===== src/inc/clock_mode_pkg.sv =====
// Constants and types for the dual clock mode controller
package clock_mode_pkg;
   localparam logic [4:0] clock_status_port_addr  = 5'h0e;
   localparam logic [4:0] clock_mode_command_addr = 5'h16;
   localparam logic [3:0] command_reset_value     = 4'h0;
   localparam int         mode_field_lsb          = 2;
   localparam int         warmup_field_lsb        = 0;
   localparam int         status_mode_bit         = 0;
   localparam int         status_stable_bit       = 1;
   localparam logic [1:0] mode_normal_code        = 2'h0;
   localparam logic [1:0] mode_slow_code          = 2'h1;
   localparam logic [1:0] warmup_short_code       = 2'h1;
   localparam logic [11:0] warmup_short_cycles    = 12'h100;
   localparam logic [11:0] warmup_long_cycles     = 12'h800;
   // Low oscillator cycles seen before it is called stable
   localparam logic [11:0] stable_cycles          = 12'h100;

   typedef enum logic [1:0] {
      state_normal = 2'b00,
      state_slow   = 2'b01,
      state_warmup = 2'b10
   } clock_state_t;

   typedef struct packed {
      logic       write;
      logic [4:0] addr;
      logic [3:0] data;
   } port_write_t;
endpackage : clock_mode_pkg


===== src/rtl/low_clock_edge.sv =====
// Synchroniser and rising edge detector for the low-frequency clock
module low_clock_edge (
   input  wire logic clock,
   input  wire logic reset_n,
   input  wire logic low_freq_clock,
   output logic      low_edge
);
   logic sync1_reg;
   logic sync2_reg;
   logic last_reg;

   always_ff @(posedge clock or negedge reset_n) begin
      if (!reset_n) begin
         sync1_reg <= 1'b0;
         sync2_reg <= 1'b0;
         last_reg  <= 1'b0;
      end else begin
         sync1_reg <= low_freq_clock;
         sync2_reg <= sync1_reg;
         last_reg  <= sync2_reg;
      end
   end

   assign low_edge = sync2_reg & ~last_reg;
endmodule : low_clock_edge


===== src/rtl/dual_clock_mode_controller.sv =====
// Dual clock mode controller: command port, status port, warm-up sequencing
module dual_clock_mode_controller (
   input  wire logic                        clock,
   input  wire logic                        reset_n,
   input  wire logic                        low_freq_clock,
   input  wire clock_mode_pkg::port_write_t port_write,
   input  wire logic [4:0]                  read_addr,
   output logic [3:0]                       read_data,
   output logic                             high_osc_enable,
   output logic                             low_osc_enable,
   output logic                             cpu_clock_select_low
);
   import clock_mode_pkg::*;

   // One system clock pulse per rising edge of the low clock
   logic         low_edge;

   // Command port
   logic         command_addr_hit;
   logic         command_write;
   logic [3:0]   command_reg;
   logic [3:0]   command_next;
   logic [1:0]   mode_select_field;
   logic [1:0]   warmup_time_field;
   logic         write_selects_slow;
   logic         write_selects_normal;

   // Mode sequencing
   clock_state_t state_reg;
   clock_state_t state_next;
   logic [11:0]  warm_count_reg;
   logic [11:0]  warm_count_next;
   logic [11:0]  warm_target;
   logic         warm_done;

   // Low oscillator stability
   logic [11:0]  stable_count_reg;
   logic [11:0]  stable_count_next;
   logic         stable_count_run;
   logic         stable_reached;
   logic         stable_reg;
   logic         stable_next;

   // Output and status flops
   logic         high_osc_enable_reg;
   logic         high_osc_enable_next;
   logic         cpu_select_low_reg;
   logic         cpu_select_low_next;
   logic [3:0]   status_reg;
   logic [3:0]   status_next;

   // Status read
   logic         status_addr_hit;

   // The low clock pin is asynchronous; two flops stand before any logic sees it
   low_clock_edge low_clock_edge_inst (
      .clock          (clock),
      .reset_n        (reset_n),
      .low_freq_clock (low_freq_clock),
      .low_edge       (low_edge)
   );

   assign command_addr_hit = (port_write.addr == clock_mode_command_addr);
   assign command_write    = port_write.write && command_addr_hit;
   assign command_next     = command_write ? port_write.data : command_reg;

   // Mode is decoded from the incoming value so a write acts at its own edge
   assign mode_select_field = command_next[mode_field_lsb +: 2];
   assign warmup_time_field = command_reg[warmup_field_lsb +: 2];

   // Reserved mode codes match neither and leave the mode alone
   assign write_selects_slow   = command_write && (mode_select_field == mode_slow_code);
   assign write_selects_normal = command_write && (mode_select_field == mode_normal_code);

   always_ff @(posedge clock or negedge reset_n) begin
      if (!reset_n) begin
         command_reg <= command_reset_value;
      end else begin
         command_reg <= command_next;
      end
   end

   // Warm-up length in low clock edges
   always_comb begin
      if (warmup_time_field == warmup_short_code) begin
         warm_target = warmup_short_cycles;
      end else begin
         // Reserved code 00 gets the long interval so the oscillator always settles
         warm_target = warmup_long_cycles;
      end
   end

   assign warm_done = (warm_count_reg == warm_target - 12'h001);

   // SLOW is entered on the write alone; software polls stability first
   always_comb begin
      state_next      = state_reg;
      warm_count_next = warm_count_reg;
      unique case (state_reg)
         state_normal: begin
            if (write_selects_slow) begin
               state_next = state_slow;
            end
         end
         state_slow: begin
            if (write_selects_normal) begin
               state_next      = state_warmup;
               warm_count_next = 12'h000;
            end
         end
         state_warmup: begin
            // A new SLOW command abandons the warm-up; the CPU never left the low clock
            if (write_selects_slow) begin
               state_next = state_slow;
            end else if (low_edge) begin
               warm_count_next = warm_count_reg + 12'h001;
               if (warm_done) begin
                  state_next = state_normal;
               end
            end
         end
         default: begin
            state_next = state_normal;
         end
      endcase
   end

   always_ff @(posedge clock or negedge reset_n) begin
      if (!reset_n) begin
         state_reg <= state_normal;
      end else begin
         state_reg <= state_next;
      end
   end

   // Only meaningful during warm-up; each return command from SLOW restarts it
   always_ff @(posedge clock or negedge reset_n) begin
      if (!reset_n) begin
         warm_count_reg <= 12'h000;
      end else begin
         warm_count_reg <= warm_count_next;
      end
   end

   // Stability: low clock edges counted from reset; once set the flag stays set
   // Limitation: only the edge count is judged, not the frequency
   assign stable_count_run = low_edge && !stable_reg;
   assign stable_reached   = stable_count_run && (stable_count_reg == stable_cycles - 12'h001);

   always_comb begin
      stable_count_next = stable_count_reg;
      if (stable_count_run) begin
         stable_count_next = stable_count_reg + 12'h001;
      end
   end

   assign stable_next = stable_reg || stable_reached;

   always_ff @(posedge clock or negedge reset_n) begin
      if (!reset_n) begin
         stable_count_reg <= 12'h000;
      end else begin
         stable_count_reg <= stable_count_next;
      end
   end

   always_ff @(posedge clock or negedge reset_n) begin
      if (!reset_n) begin
         stable_reg <= 1'b0;
      end else begin
         stable_reg <= stable_next;
      end
   end

   // Outputs follow the next mode so they move on the same edge as the mode
   assign high_osc_enable_next = (state_next != state_slow);
   assign cpu_select_low_next  = (state_next != state_normal);

   always_comb begin
      status_next                    = 4'h0;
      status_next[status_mode_bit]   = (state_next != state_normal);
      status_next[status_stable_bit] = stable_next;
   end

   always_ff @(posedge clock or negedge reset_n) begin
      if (!reset_n) begin
         high_osc_enable_reg <= 1'b1;
      end else begin
         high_osc_enable_reg <= high_osc_enable_next;
      end
   end

   always_ff @(posedge clock or negedge reset_n) begin
      if (!reset_n) begin
         cpu_select_low_reg <= 1'b0;
      end else begin
         cpu_select_low_reg <= cpu_select_low_next;
      end
   end

   always_ff @(posedge clock or negedge reset_n) begin
      if (!reset_n) begin
         status_reg <= 4'h0;
      end else begin
         status_reg <= status_next;
      end
   end

   assign high_osc_enable      = high_osc_enable_reg;
   assign cpu_clock_select_low = cpu_select_low_reg;
   // The low oscillator is never stopped: SLOW runs from it and warm-up counts it
   assign low_osc_enable       = 1'b1;

   // Status read port; other addresses read zero
   assign status_addr_hit = (read_addr == clock_status_port_addr);

   always_comb begin
      read_data = 4'h0;
      if (status_addr_hit) begin
         read_data = status_reg;
      end
   end
endmodule : dual_clock_mode_controller


===== config.mk =====
export PLATFORM = sky130hd
export DESIGN_NAME = dual_clock_mode_controller
export DESIGN_NICKNAME = d
export VERILOG_FILES = /design/src/inc/clock_mode_pkg.sv /design/src/rtl/low_clock_edge.sv /design/src/rtl/dual_clock_mode_controller.sv
export SDC_FILE = /design/constraint.sdc
export NUM_CORES = 1
export LEC_CHECK = 0
export ABC_AREA = 1
export BUFFER_PORTS_ARGS = -buffer_cell sky130_fd_sc_hd__buf_2
export CAP_MARGIN = 20
export CORE_ASPECT_RATIO = 0.6
export CORE_MARGIN = 5
export CORE_UTILIZATION = 51
export DETAILED_ROUTE_END_ITERATION = 10
export PLACE_DENSITY = 0.8
export SYNTH_ARGS = -nofsm -noshare
export SYNTH_HDL_FRONTEND = slang
export SYNTH_HIERARCHICAL = 1
export SYNTH_SLANG_ARGS = --single-unit

===== constraint.sdc =====
create_clock -name clock -period 3.4 [get_ports clock]
set_input_delay 0.68 -clock clock [delete_from_list [all_inputs] [get_ports clock]]
set_output_delay 0.68 -clock clock [all_outputs]
set_load 0.02 [all_outputs]

* Yosys cells after proc, flatten, opt, wreduce, memory -nomap -nowiden
Index checks and enable logic that the tools add are counted. W data, S select, Z words.
Word-level totals: latch bits 0, memory bits (writable) 0, bits of input ports 18, memories 0, word-level logic and storage cells 54, bits in read-only memories 0, register bits after elaboration 38
Cells by class: muxes and demuxes 13, $mul 0, add/sub/neg operators 3, equal/unequal tests 12, reduce and logical (&&, ||, !) cells 12, bitwise logic cells 2, divide/modulo/power cells 0, shifts and indexed selects 0, magnitude comparators 0
Operators by type and width (number):
- $mux W12 | 4
- $add A12 B1 Y12 const B | 2
- $pmux W12 S2 | 1
- $eq A12 B12 Y1 | 1
- $eq A12 B8 Y1 const B | 1
- $mux W2 | 6
- $sub A12 B1 Y12 const B | 1
- $eq A2 B1 Y1 const B | 3
- $ne A2 B2 Y1 const B | 3
- $pmux W2 S3 | 1
- $eq A5 B4 Y1 const B | 1
- $eq A5 B5 Y1 const B | 1
- $logic_and A1 B1 Y1 | 5
- $logic_not A2 Y1 | 2
- $mux W4 | 1
- $reduce_and A4 Y1 | 1
- $reduce_bool A2 Y1 | 2
- $eq A2 B2 Y1 const B | 1
- $ne A2 B1 Y1 const B | 1
- $and A1 B1 Y1 | 1
- $logic_not A1 Y1 | 1
- $logic_or A1 B1 Y1 | 1
- $not A1 Y1 | 1

* Longest topological paths before layout
Gate-level depths: netlist of the first run.
depth in word-level cells 9, depth in mapped cells 10

* Cells and area by module
Netlist of the first run, hierarchy kept.
By module, submodules not included:
- dual_clock_mode_controller | instances 1, cells each 249, sequential area each 777.0 um^2, area each 1874.3 um^2
- low_clock_edge | instances 1, cells each 5, sequential area each 75.1 um^2, area each 85.1 um^2

* Worst setup path before layout of the first run
No wires, ideal clock.
kind input -> output, from input read_addr[3], to output read_data[0], path slack 1.551 ns, stages 4, arrival 1.169 ns, buffers on the path 0, cells stage by stage nand2_1 > nor2_1 > nand3b_1 > nor2_1
Between the ends: cells in the longest elaborated chain, start to end 2
Ends and longest elaborated chain:
- start: declaration | line dual_clock_mode_controller.sv:7 | input wire logic [4:0] read_addr,
- $eq A5 B4 Y1 | line dual_clock_mode_controller.sv:215 | assign status_addr_hit = (read_addr == clock_status_port_addr);
- $mux W2 | line dual_clock_mode_controller.sv:219 | if (status_addr_hit) begin
- end: declaration | line dual_clock_mode_controller.sv:8 | output logic [3:0] read_data,
No other way between the ends.

* Worst setup path in the final report of the first run
from input read_addr[3], to output read_data[1]
The elaborated chain is that of the path after synthesis.

==> summary.txt, run 1 <==
Detailed routing
  – Detailed Route Iter0 Violations: 76
  – Final wirelength: 3.83 mm
  – Via count: 1,591
  – 1st-pass router iterations: 4
  – Routed vias/inst: 4.93
  – Mean routed wirelength per cell: 11.9 um
  – # DRC: 0
  – Antenna Violating Nets Remaining: 0

Clock network
  – Clock sinks: 34
  – Cts repair resizes: 0
  – Number of CTS-inserted buffers: 5
  – CTS H-Tree Depth: 2
  – Clock-pin slew on the worst setup and hold paths: 70 ps
  – Clock Tree Root: clkbuf_8
  – Buffer depth of the longest clock path: 2
  – Worst skew pair latency: 290 ps
  – CTS tree: built
  – Setup bufs post-CTS: 0
  – CTS Hold Buffers Added: 0

Setup path
  – CP max FO: 2
  – Crit path buffers/inverters: 2
  – Top delay family on crit path: simple AND/OR/NAND/NOR gates
  – CP required: 2720 ps
  – CP startpoint kind: input port
  – Critical path class: input port to output port
  – Max incr delay on CP: 170 ps
  – CP endpoint kind: output port
  – Worst Path Arrival: 1280 ps
  – CP cell instances: buf_2 -> nand2_1 -> nor2_1 -> nand3b_1 -> nor2_1 -> buf_2
  – Critical-path top delay cell: buf_2

STA
  – Setup TNS: 0 ps
  – Fin Clk Skew: 5.49 ps
  – Final Max Tran Viols: 0
  – Tmin final: 1960 ps
  – Slack of the critical path: 1440 ps
  – Peak Freq: 510 MHz
  – Slew margin rel.: 48.7%
  – Fin. Hold Viols: 0
  – RSZ-0062 raised after global routing: false
  – Worst-Margin Slew: 769 ps
  – Period utilization: 57.6%
  – # setup viols final: 0

Place
  – Pre-CTS setup slack: 1420 ps
  – DP HPWL: 2.75 mm
  – GPL Wtd Cong: 0.812
  – Port-buffer cells: 21

Global routing
  – Vias in the first global route: 1,453
  – Total Routing Usage GR: 16.1%
  – Antenna violations before repair: 0
  – Largest net degree at the start of global routing: 35
  – First-pass GRT wire length: 6.74 mm
  – Global route overflow: 0

Floorplanning
  – Die X-Extent: 90.0 um
  – Initial core utilization: 53.2%
  – Core box area: 0.00368 mm2
  – Chip height: 58.0 um
  – Row count: 17
  – # IOs: 25
  – Total die area: 0.00522 mm2

Layout
  – Area grow syn2layout: 10.4%
  – Layout cells sized above 1: 18.1%
  – Leading cell type in the layout, fill and taps excluded: nand2_1
  – Final net count: 295
  – ANT cells: 0
  – Commonest non-fill, non-tap cells in the layout: 75 x nand2_1, 33 x dfrtp_1, 28 x inv_1, 27 x nand3_1, 27 x nor2_1

Yosys
  – Distinct cells, synth: 27
  – Syn avg cell area: 7.71 um2
  – Mapped Area: 0.00196 mm2
  – Sequential fraction of the synthesis area: 43.5%
  – Syn Inst Count: 254
  – #FFs+latches synth: 34
  – Ranking of synthesized cells by area: dfrtp_1 42%, nand2_1 14%, nand3_1 6.9%, inv_1 5.4%, nor2_1 5.2%
  – YS warnings: 6
  – Leading area contributor after synthesis: dfrtp_1
  – Share of the synthesized area in the top cell type: 42.1%

Pwr
  – Leak: 1.09 nW
  – Pwr/cell area: 427 mW/mm2
  – Comb power frac: 14.1%
  – P_sw: 0.267 mW
  – Cell-internal power: 0.657 mW
  – Worst vdd ir: 0.397 mV
  – Flop pwr share: 51.8%
  – Switch share: 28.9%
  – Power share of the clock group: 34.0%

Job
  – Max-cap check violation count: 0

Min path
  – Hold Path Class: flip-flop to flip-flop

Run status
  – Outcome: completed
kinds of logic (layout without fill, tap and decap cells):
logic type	Yosys count	in the layout	share of synthesized area (%)
simple gates	156	156	37.9
buf+inv	40	61	9.13
flops	34	34	43.5
xor+xnor	13	13	5.81
compound gates	7	7	1.98
fa+ha+maj	2	2	1.28
other cells	2	3	0.383
cell usage after synthesis:
library cell  number
nand4_4            2
buf_6              2
o21ai_0            5
ha_1               2
buf_1              1
nand2_2            4
dfstp_2            1
nor3_4             1
nand3b_1           1
nor2_2             6
inv_1             28
a21oi_1            1
inv_2              4
o21ai_2            1
nand2_1           75
conb_1             2
nand3_1           27
xnor2_1            5
buf_2              2
nand3_2            1
dfrtp_1           33
buf_4              3
nand4_1            9
nor2_1            27
nor2_8             1
nor3_1             2
xor2_1             8
stage by stage:
step           util, %  total power [mW]  std cells  area (um2)  hold WS [ps]
5_1_grt           58.8             0.976        323        2160           393
6_report          58.8             0.924        323        2160           357
3_3_place_gp      56.2             0.609        315        2070           348
4_1_cts           58.8             0.935        323        2160           364
2_1_floorplan        -             0.578        255        1960           331
3_5_place_dp      56.2             0.615        315        2070           348
final cells by class:
class                           count  area (um2)
Fill cell                         329        1520
Tap cell                           47        58.8
Clock inverter                      2        12.5
Clock buffer                        6        82.6
Multi-Input combinational cell    181         932
Inverter                           32         120
Timing Repair Buffer               21         105
Sequential cell                    34         852
routing by layer:
| metal | global-route usage (%) | wire length, um |
|---|---|---|
| met1 | 22.4 | 1940 |
| met2 | 23.9 | 1650 |
| met3 | 4.41 | 179 |
| met4 | 6.37 | 63 |
| met5 | 0 | 0 |
power by group through the flow:
stage	sequential (mW)	combinational [mW]	clock, mW
2_1_floorplan	0.483	0.0947	0
4_1_cts	0.479	0.134	0.322
6_report	0.479	0.131	0.314
3_3_place_gp	0.484	0.125	0
3_5_place_dp	0.485	0.130	0
5_1_grt	0.484	0.150	0.342
worst reg2reg max path, stage by stage (launching register included):
cell	delay, ps
dfrtp_1	400
inv_2	70
nand2_1	290
inv_2	210
nand2_1	90
o21ai_0	110
nand3_2	270
nand2_1	130
nand2_1	70
final timing paths:
check                           slack [ps]                          start                            end  cells past startpoint
worst max-delay path                  1440                   read_addr[3]                   read_data[1]                      6
worst min-delay path                   360  low_clock_edge_inst/sync1_reg  low_clock_edge_inst/sync2_reg                      0
worst max register to register        1660                   state_reg[0]              warm_count_reg[5]                      8
worst min register to register         360  low_clock_edge_inst/sync1_reg  low_clock_edge_inst/sync2_reg                      0
max in group asynchronous             2450                        reset_n            stable_count_reg[5]                      1
min in group asynchronous              460                        reset_n              warm_count_reg[9]                      1
Note: power is estimated with default switching activity, not from simulation.
==> run 2: changes to the inputs <==
--- a/config.mk
+++ b/config.mk
@@ -5,14 +5,14 @@
 export SDC_FILE = /design/constraint.sdc
 export NUM_CORES = 1
 export LEC_CHECK = 0
-export ABC_AREA = 1
+export ABC_AREA = 0
 export BUFFER_PORTS_ARGS = -buffer_cell sky130_fd_sc_hd__buf_2
 export CAP_MARGIN = 20
 export CORE_ASPECT_RATIO = 0.6
 export CORE_MARGIN = 5
 export CORE_UTILIZATION = 51
 export DETAILED_ROUTE_END_ITERATION = 10
-export PLACE_DENSITY = 0.8
+export PLACE_DENSITY = 0.83
 export SYNTH_ARGS = -nofsm -noshare
 export SYNTH_HDL_FRONTEND = slang
 export SYNTH_HIERARCHICAL = 1
==> constraint.sdc (replaced) <==
create_clock -name clock -period 1.65 [get_ports clock]
set_input_delay 0.33 -clock clock [delete_from_list [all_inputs] [get_ports clock]]
set_output_delay 0.33 -clock clock [all_outputs]
set_load 0.02 [all_outputs]
==> run 2 against run 1 <==
The run now ends with negative setup slack left. Global-route usage grew 3.6 points. Utilization grew 9.0 points. Synthesized cell count shrank 31%. Clock skew shrank 3.2 ps. Clock power grew 100%. Sequential power grew 130%.
==> summary.txt, run 2 <==
STA
  – Final Max Tran Viols: 0 (unchanged)
  – Tmin final: 1720 ps
  – Slew margin rel.: 51.8% (was 48.7%)
  – Hold slack final: 53.2 ps (was 357 ps)
  – Fin Clk Skew: 2.30 ps (was 5.49 ps)
  – Setup TNS: -135 ps (was 0 ps)
  – # setup viols final: 3 (was 0)
  – Period utilization: 104%
  – Peak Freq: 582 MHz
  – Slack of the critical path: -69.5 ps (was 1440 ps)
  – Worst-Margin Slew: 720 ps (was 769 ps)
  – RSZ-0062 raised after global routing: true (was false)
  – Fin. Hold Viols: 0 (unchanged)

Floorplanning
  – Initial core utilization: 53.9% (was 53.2%)
  – Total die area: 0.00483 mm2 (was 0.00522 mm2)
  – Row count: 16 (was 17)
  – Die X-Extent: 86.5 um (was 90.0 um)
  – Core box area: 0.00332 mm2 (was 0.00368 mm2)
  – Chip height: 55.9 um (was 58.0 um)
  – # IOs: 25 (unchanged)

Place
  – GPL Wtd Cong: 0.956 (was 0.812)
  – Pre-CTS setup slack: -244 ps (was 1420 ps)
  – DP HPWL: 3.13 mm (was 2.75 mm)
  – Placed cell count: 248 (was 315)
  – Port-buffer cells: 21 (unchanged)

Global routing
  – Total Routing Usage GR: 19.7% (was 16.1%)
  – Global route overflow: 0 (unchanged)
  – First-pass GRT wire length: 7.41 mm (was 6.74 mm)
  – Largest net degree at the start of global routing: 35 (unchanged)
  – Vias in the first global route: 1,628 (was 1,453)
  – Antenna violations before repair: 0 (unchanged)

Layout
  – Fillers: 235 (was 329)
  – ANT cells: 0 (unchanged)
  – Commonest non-fill, non-tap cells in the layout: 33 x dfrtp_1, 25 x buf_4, 21 x buf_2, 14 x nand2_1, 12 x nand3_1 (was 75 x nand2_1, 33 x dfrtp_1, 28 x inv_1, 27 x nand3_1, 27 x nor2_1)
  – Layout cells sized above 1: 35.6% (was 18.1%)
  – Final non-filler cell total: 264 (was 323)
  – Final net count: 238 (was 295)
  – Leading cell type in the layout, fill and taps excluded: dfrtp_1 (was nand2_1)
  – Post-layout util: 67.8% (was 58.8%)
  – Area grow syn2layout: 25.9% (was 10.4%)

Yosys
  – Asr flop ratio synth: 100% (unchanged)
  – Mapped Area: 0.00179 mm2 (was 0.00196 mm2)
  – Top cells by count, synth: 33 x dfrtp_1, 14 x nand2_1, 12 x nand3_1, 10 x o31ai_1, 10 x or4_1 (was 75 x nand2_1, 33 x dfrtp_1, 28 x inv_1, 27 x nand3_1, 27 x nor2_1)
  – #FFs+latches synth: 34 (unchanged)
  – Ranking of synthesized cells by area: dfrtp_1 46%, o31ai_1 4.2%, or4_1 4.2%, xor2_1 3.4%, nand3_1 3.4% (was dfrtp_1 42%, nand2_1 14%, nand3_1 6.9%, inv_1 5.4%, nor2_1 5.2%)
  – Syn avg cell area: 10.3 um2 (was 7.71 um2)
  – Share of the synthesized area in the top cell type: 46.1% (was 42.1%)
  – Leading area contributor after synthesis: dfrtp_1 (unchanged)
  – Sequential fraction of the synthesis area: 47.6% (was 43.5%)
  – YS warnings: 6 (unchanged)
  – Main synth FF type: dfrtp_1 (unchanged)
  – Post-synth EDFFs: 0 (unchanged)
  – Syn Inst Count: 174 (was 254)
  – Most common cell in the synthesized netlist: dfrtp_1 (was nand2_1)
  – Distinct cells, synth: 46 (was 27)

Setup path
  – Critical path class: flip-flop to flip-flop (was input port to output port)
  – Critical-path top delay cell: or4_4 (was buf_2)
  – CP endpoint kind: flip-flop (was output port)
  – CP max FO: 7 (was 2)
  – CP required: 1860 ps (was 2720 ps)
  – RR Endpoint: warm_count_reg[11] (was warm_count_reg[5])
  – Top delay family on crit path: simple AND/OR/NAND/NOR gates (unchanged)
  – CP startpoint kind: flip-flop (was input port)
  – Reg2reg start: warm_count_reg[6] (was state_reg[0])
  – Flop-to-flop setup slack: -70 ps (was 1660 ps)
  – Worst Path Arrival: 1930 ps (was 1280 ps)
  – CP cell instances: and4_4 -> o211ai_1 -> or4_4 -> a21oi_4 (was buf_2 -> nand2_1 -> nor2_1 -> nand3b_1 -> nor2_1 -> buf_2)
  – Crit path buffers/inverters: 0 (was 2)
  – Worst R2R Path Depth: 4 (was 8)
  – Max incr delay on CP: 620 ps (was 170 ps)
  – CP Depth: 4 (was 6)

Pwr
  – Flop pwr share: 47.6% (was 51.8%)
  – Worst vdd ir: 0.600 mV (was 0.397 mV)
  – Power share of the clock group: 27.3% (was 34.0%)
  – Cell-internal power: 1.60 mW (was 0.657 mW)
  – P_sw: 0.756 mW (was 0.267 mW)
  – Leak: 1.03 nW (was 1.09 nW)
  – Switch share: 32.1% (was 28.9%)
  – Pwr/cell area: 1050 mW/mm2 (was 427 mW/mm2)
  – Comb power frac: 25.1% (was 14.1%)

Detailed routing
  – Via count: 1,598 (was 1,591)
  – Mean routed wirelength per cell: 18.0 um (was 11.9 um)
  – Final wirelength: 4.75 mm (was 3.83 mm)
  – Antenna Violating Nets Remaining: 0 (unchanged)
  – # DRC: 0 (unchanged)
  – Routed vias/inst: 6.05 (was 4.93)
  – Detailed Route Iter0 Violations: 152 (was 76)
  – 1st-pass router iterations: 5 (was 4)

Run status
  – Outcome: finished, violations left (was completed)
  – Failing checks: negative setup slack

Clock network
  – CTS H-Tree Depth: 2 (unchanged)
  – Clock-pin slew on the worst setup and hold paths: 70 ps (about the same)
  – Clock sinks: 34 (unchanged)
  – Clock Tree Root: clkbuf_8 (unchanged)
  – Number of CTS-inserted buffers: 5 (unchanged)
  – Buffer depth of the longest clock path: 2 (unchanged)
  – CTS tree: built (unchanged)
  – Worst skew pair latency: 290 ps (about the same)

Job
  – Max-cap check violation count: 0 (unchanged)

Min path
  – Hold Path Class: input port to asynchronous set/reset pin (was flip-flop to flip-flop)
[run 2: changes by cell type after synthesis, moves of 6 or more]
cell and delta:
nand3_1 -15, nor2_1 -22, o31ai_1 +10, nand2_1 -61, a21oi_1 +8, inv_1 -24
or4_1 +10, nor2_2 -6, nand4_1 -7
[run 2: stage by stage]
stage          total power, mW  cell area, um2
6_report                  2.36            2250
5_1_grt                   2.48            2250
4_1_cts                   2.33            2200
3_5_place_dp              1.66            2020
3_3_place_gp              1.61            2020
2_1_floorplan             1.43            1790
[run 2: power groups by stage]
stage / clock network, mW / logic, mW / registers (mW)
after global placement: 0 / 0.499 / 1.12
after floorplan: 0 / 0.292 / 1.13
after global routing: 0.694 / 0.641 / 1.14
after detailed placement: 0 / 0.535 / 1.13
after CTS: 0.655 / 0.562 / 1.12
final: 0.642 / 0.591 / 1.12
[run 2: final cells by class]
class,count,area (um2),share of cell area (%)
Clock buffer,6,82.6,3.66
Clock inverter,2,12.5,0.555
Inverter,4,15.0,0.666
Multi-Input combinational cell,127,942,41.8
Sequential cell,34,852,37.8
Tap cell,45,56.3,2.50
Timing Repair Buffer,46,293,13.0
[run 2: logic make-up after synthesis]
| kind of cell | synth area share (%) |
|---|---|
| buffers and inverters | 4.54 |
| adders and majority gates | 1.40 |
| other | 0.419 |
| DFF | 47.6 |
| muxes | 2.45 |
| AOI/OAI and AO/OA | 13.5 |
| xor gates and xnor gates | 5.38 |
| and+or+nand+nor | 24.7 |
[run 2: worst max-delay path by stage]
stage | end | start | slack (ps)
final | warm_count_reg[11] | warm_count_reg[6] | -70
after global routing | warm_count_reg[11] | warm_count_reg[5] | -120
after CTS | warm_count_reg[11] | warm_count_reg[0] | 10
after detailed placement | warm_count_reg[11] | port_write[7] | -240
after global placement | warm_count_reg[11] | port_write[7] | -80
after floorplan | stable_count_reg[11] | low_clock_edge_inst/last_reg | 90
[run 2: per-layer routing]
layer	global-route usage (%)	vias up	wire, um
met5	0	-	0
met4	9.33	0	163
met3	7.10	15	496
met2	30.1	99	2150
met1	24.7	754	1950
li1	-	730	-
[run 2: what timing repair did]
action | in CTS | in global routing
resized for setup | 7 | 10
cloned | 1 | 0
setup buffers | 5 | 2
pin swaps | 3 | 5
setup endpoints to repair | 7 | 13
hold buffers | 0 | 0
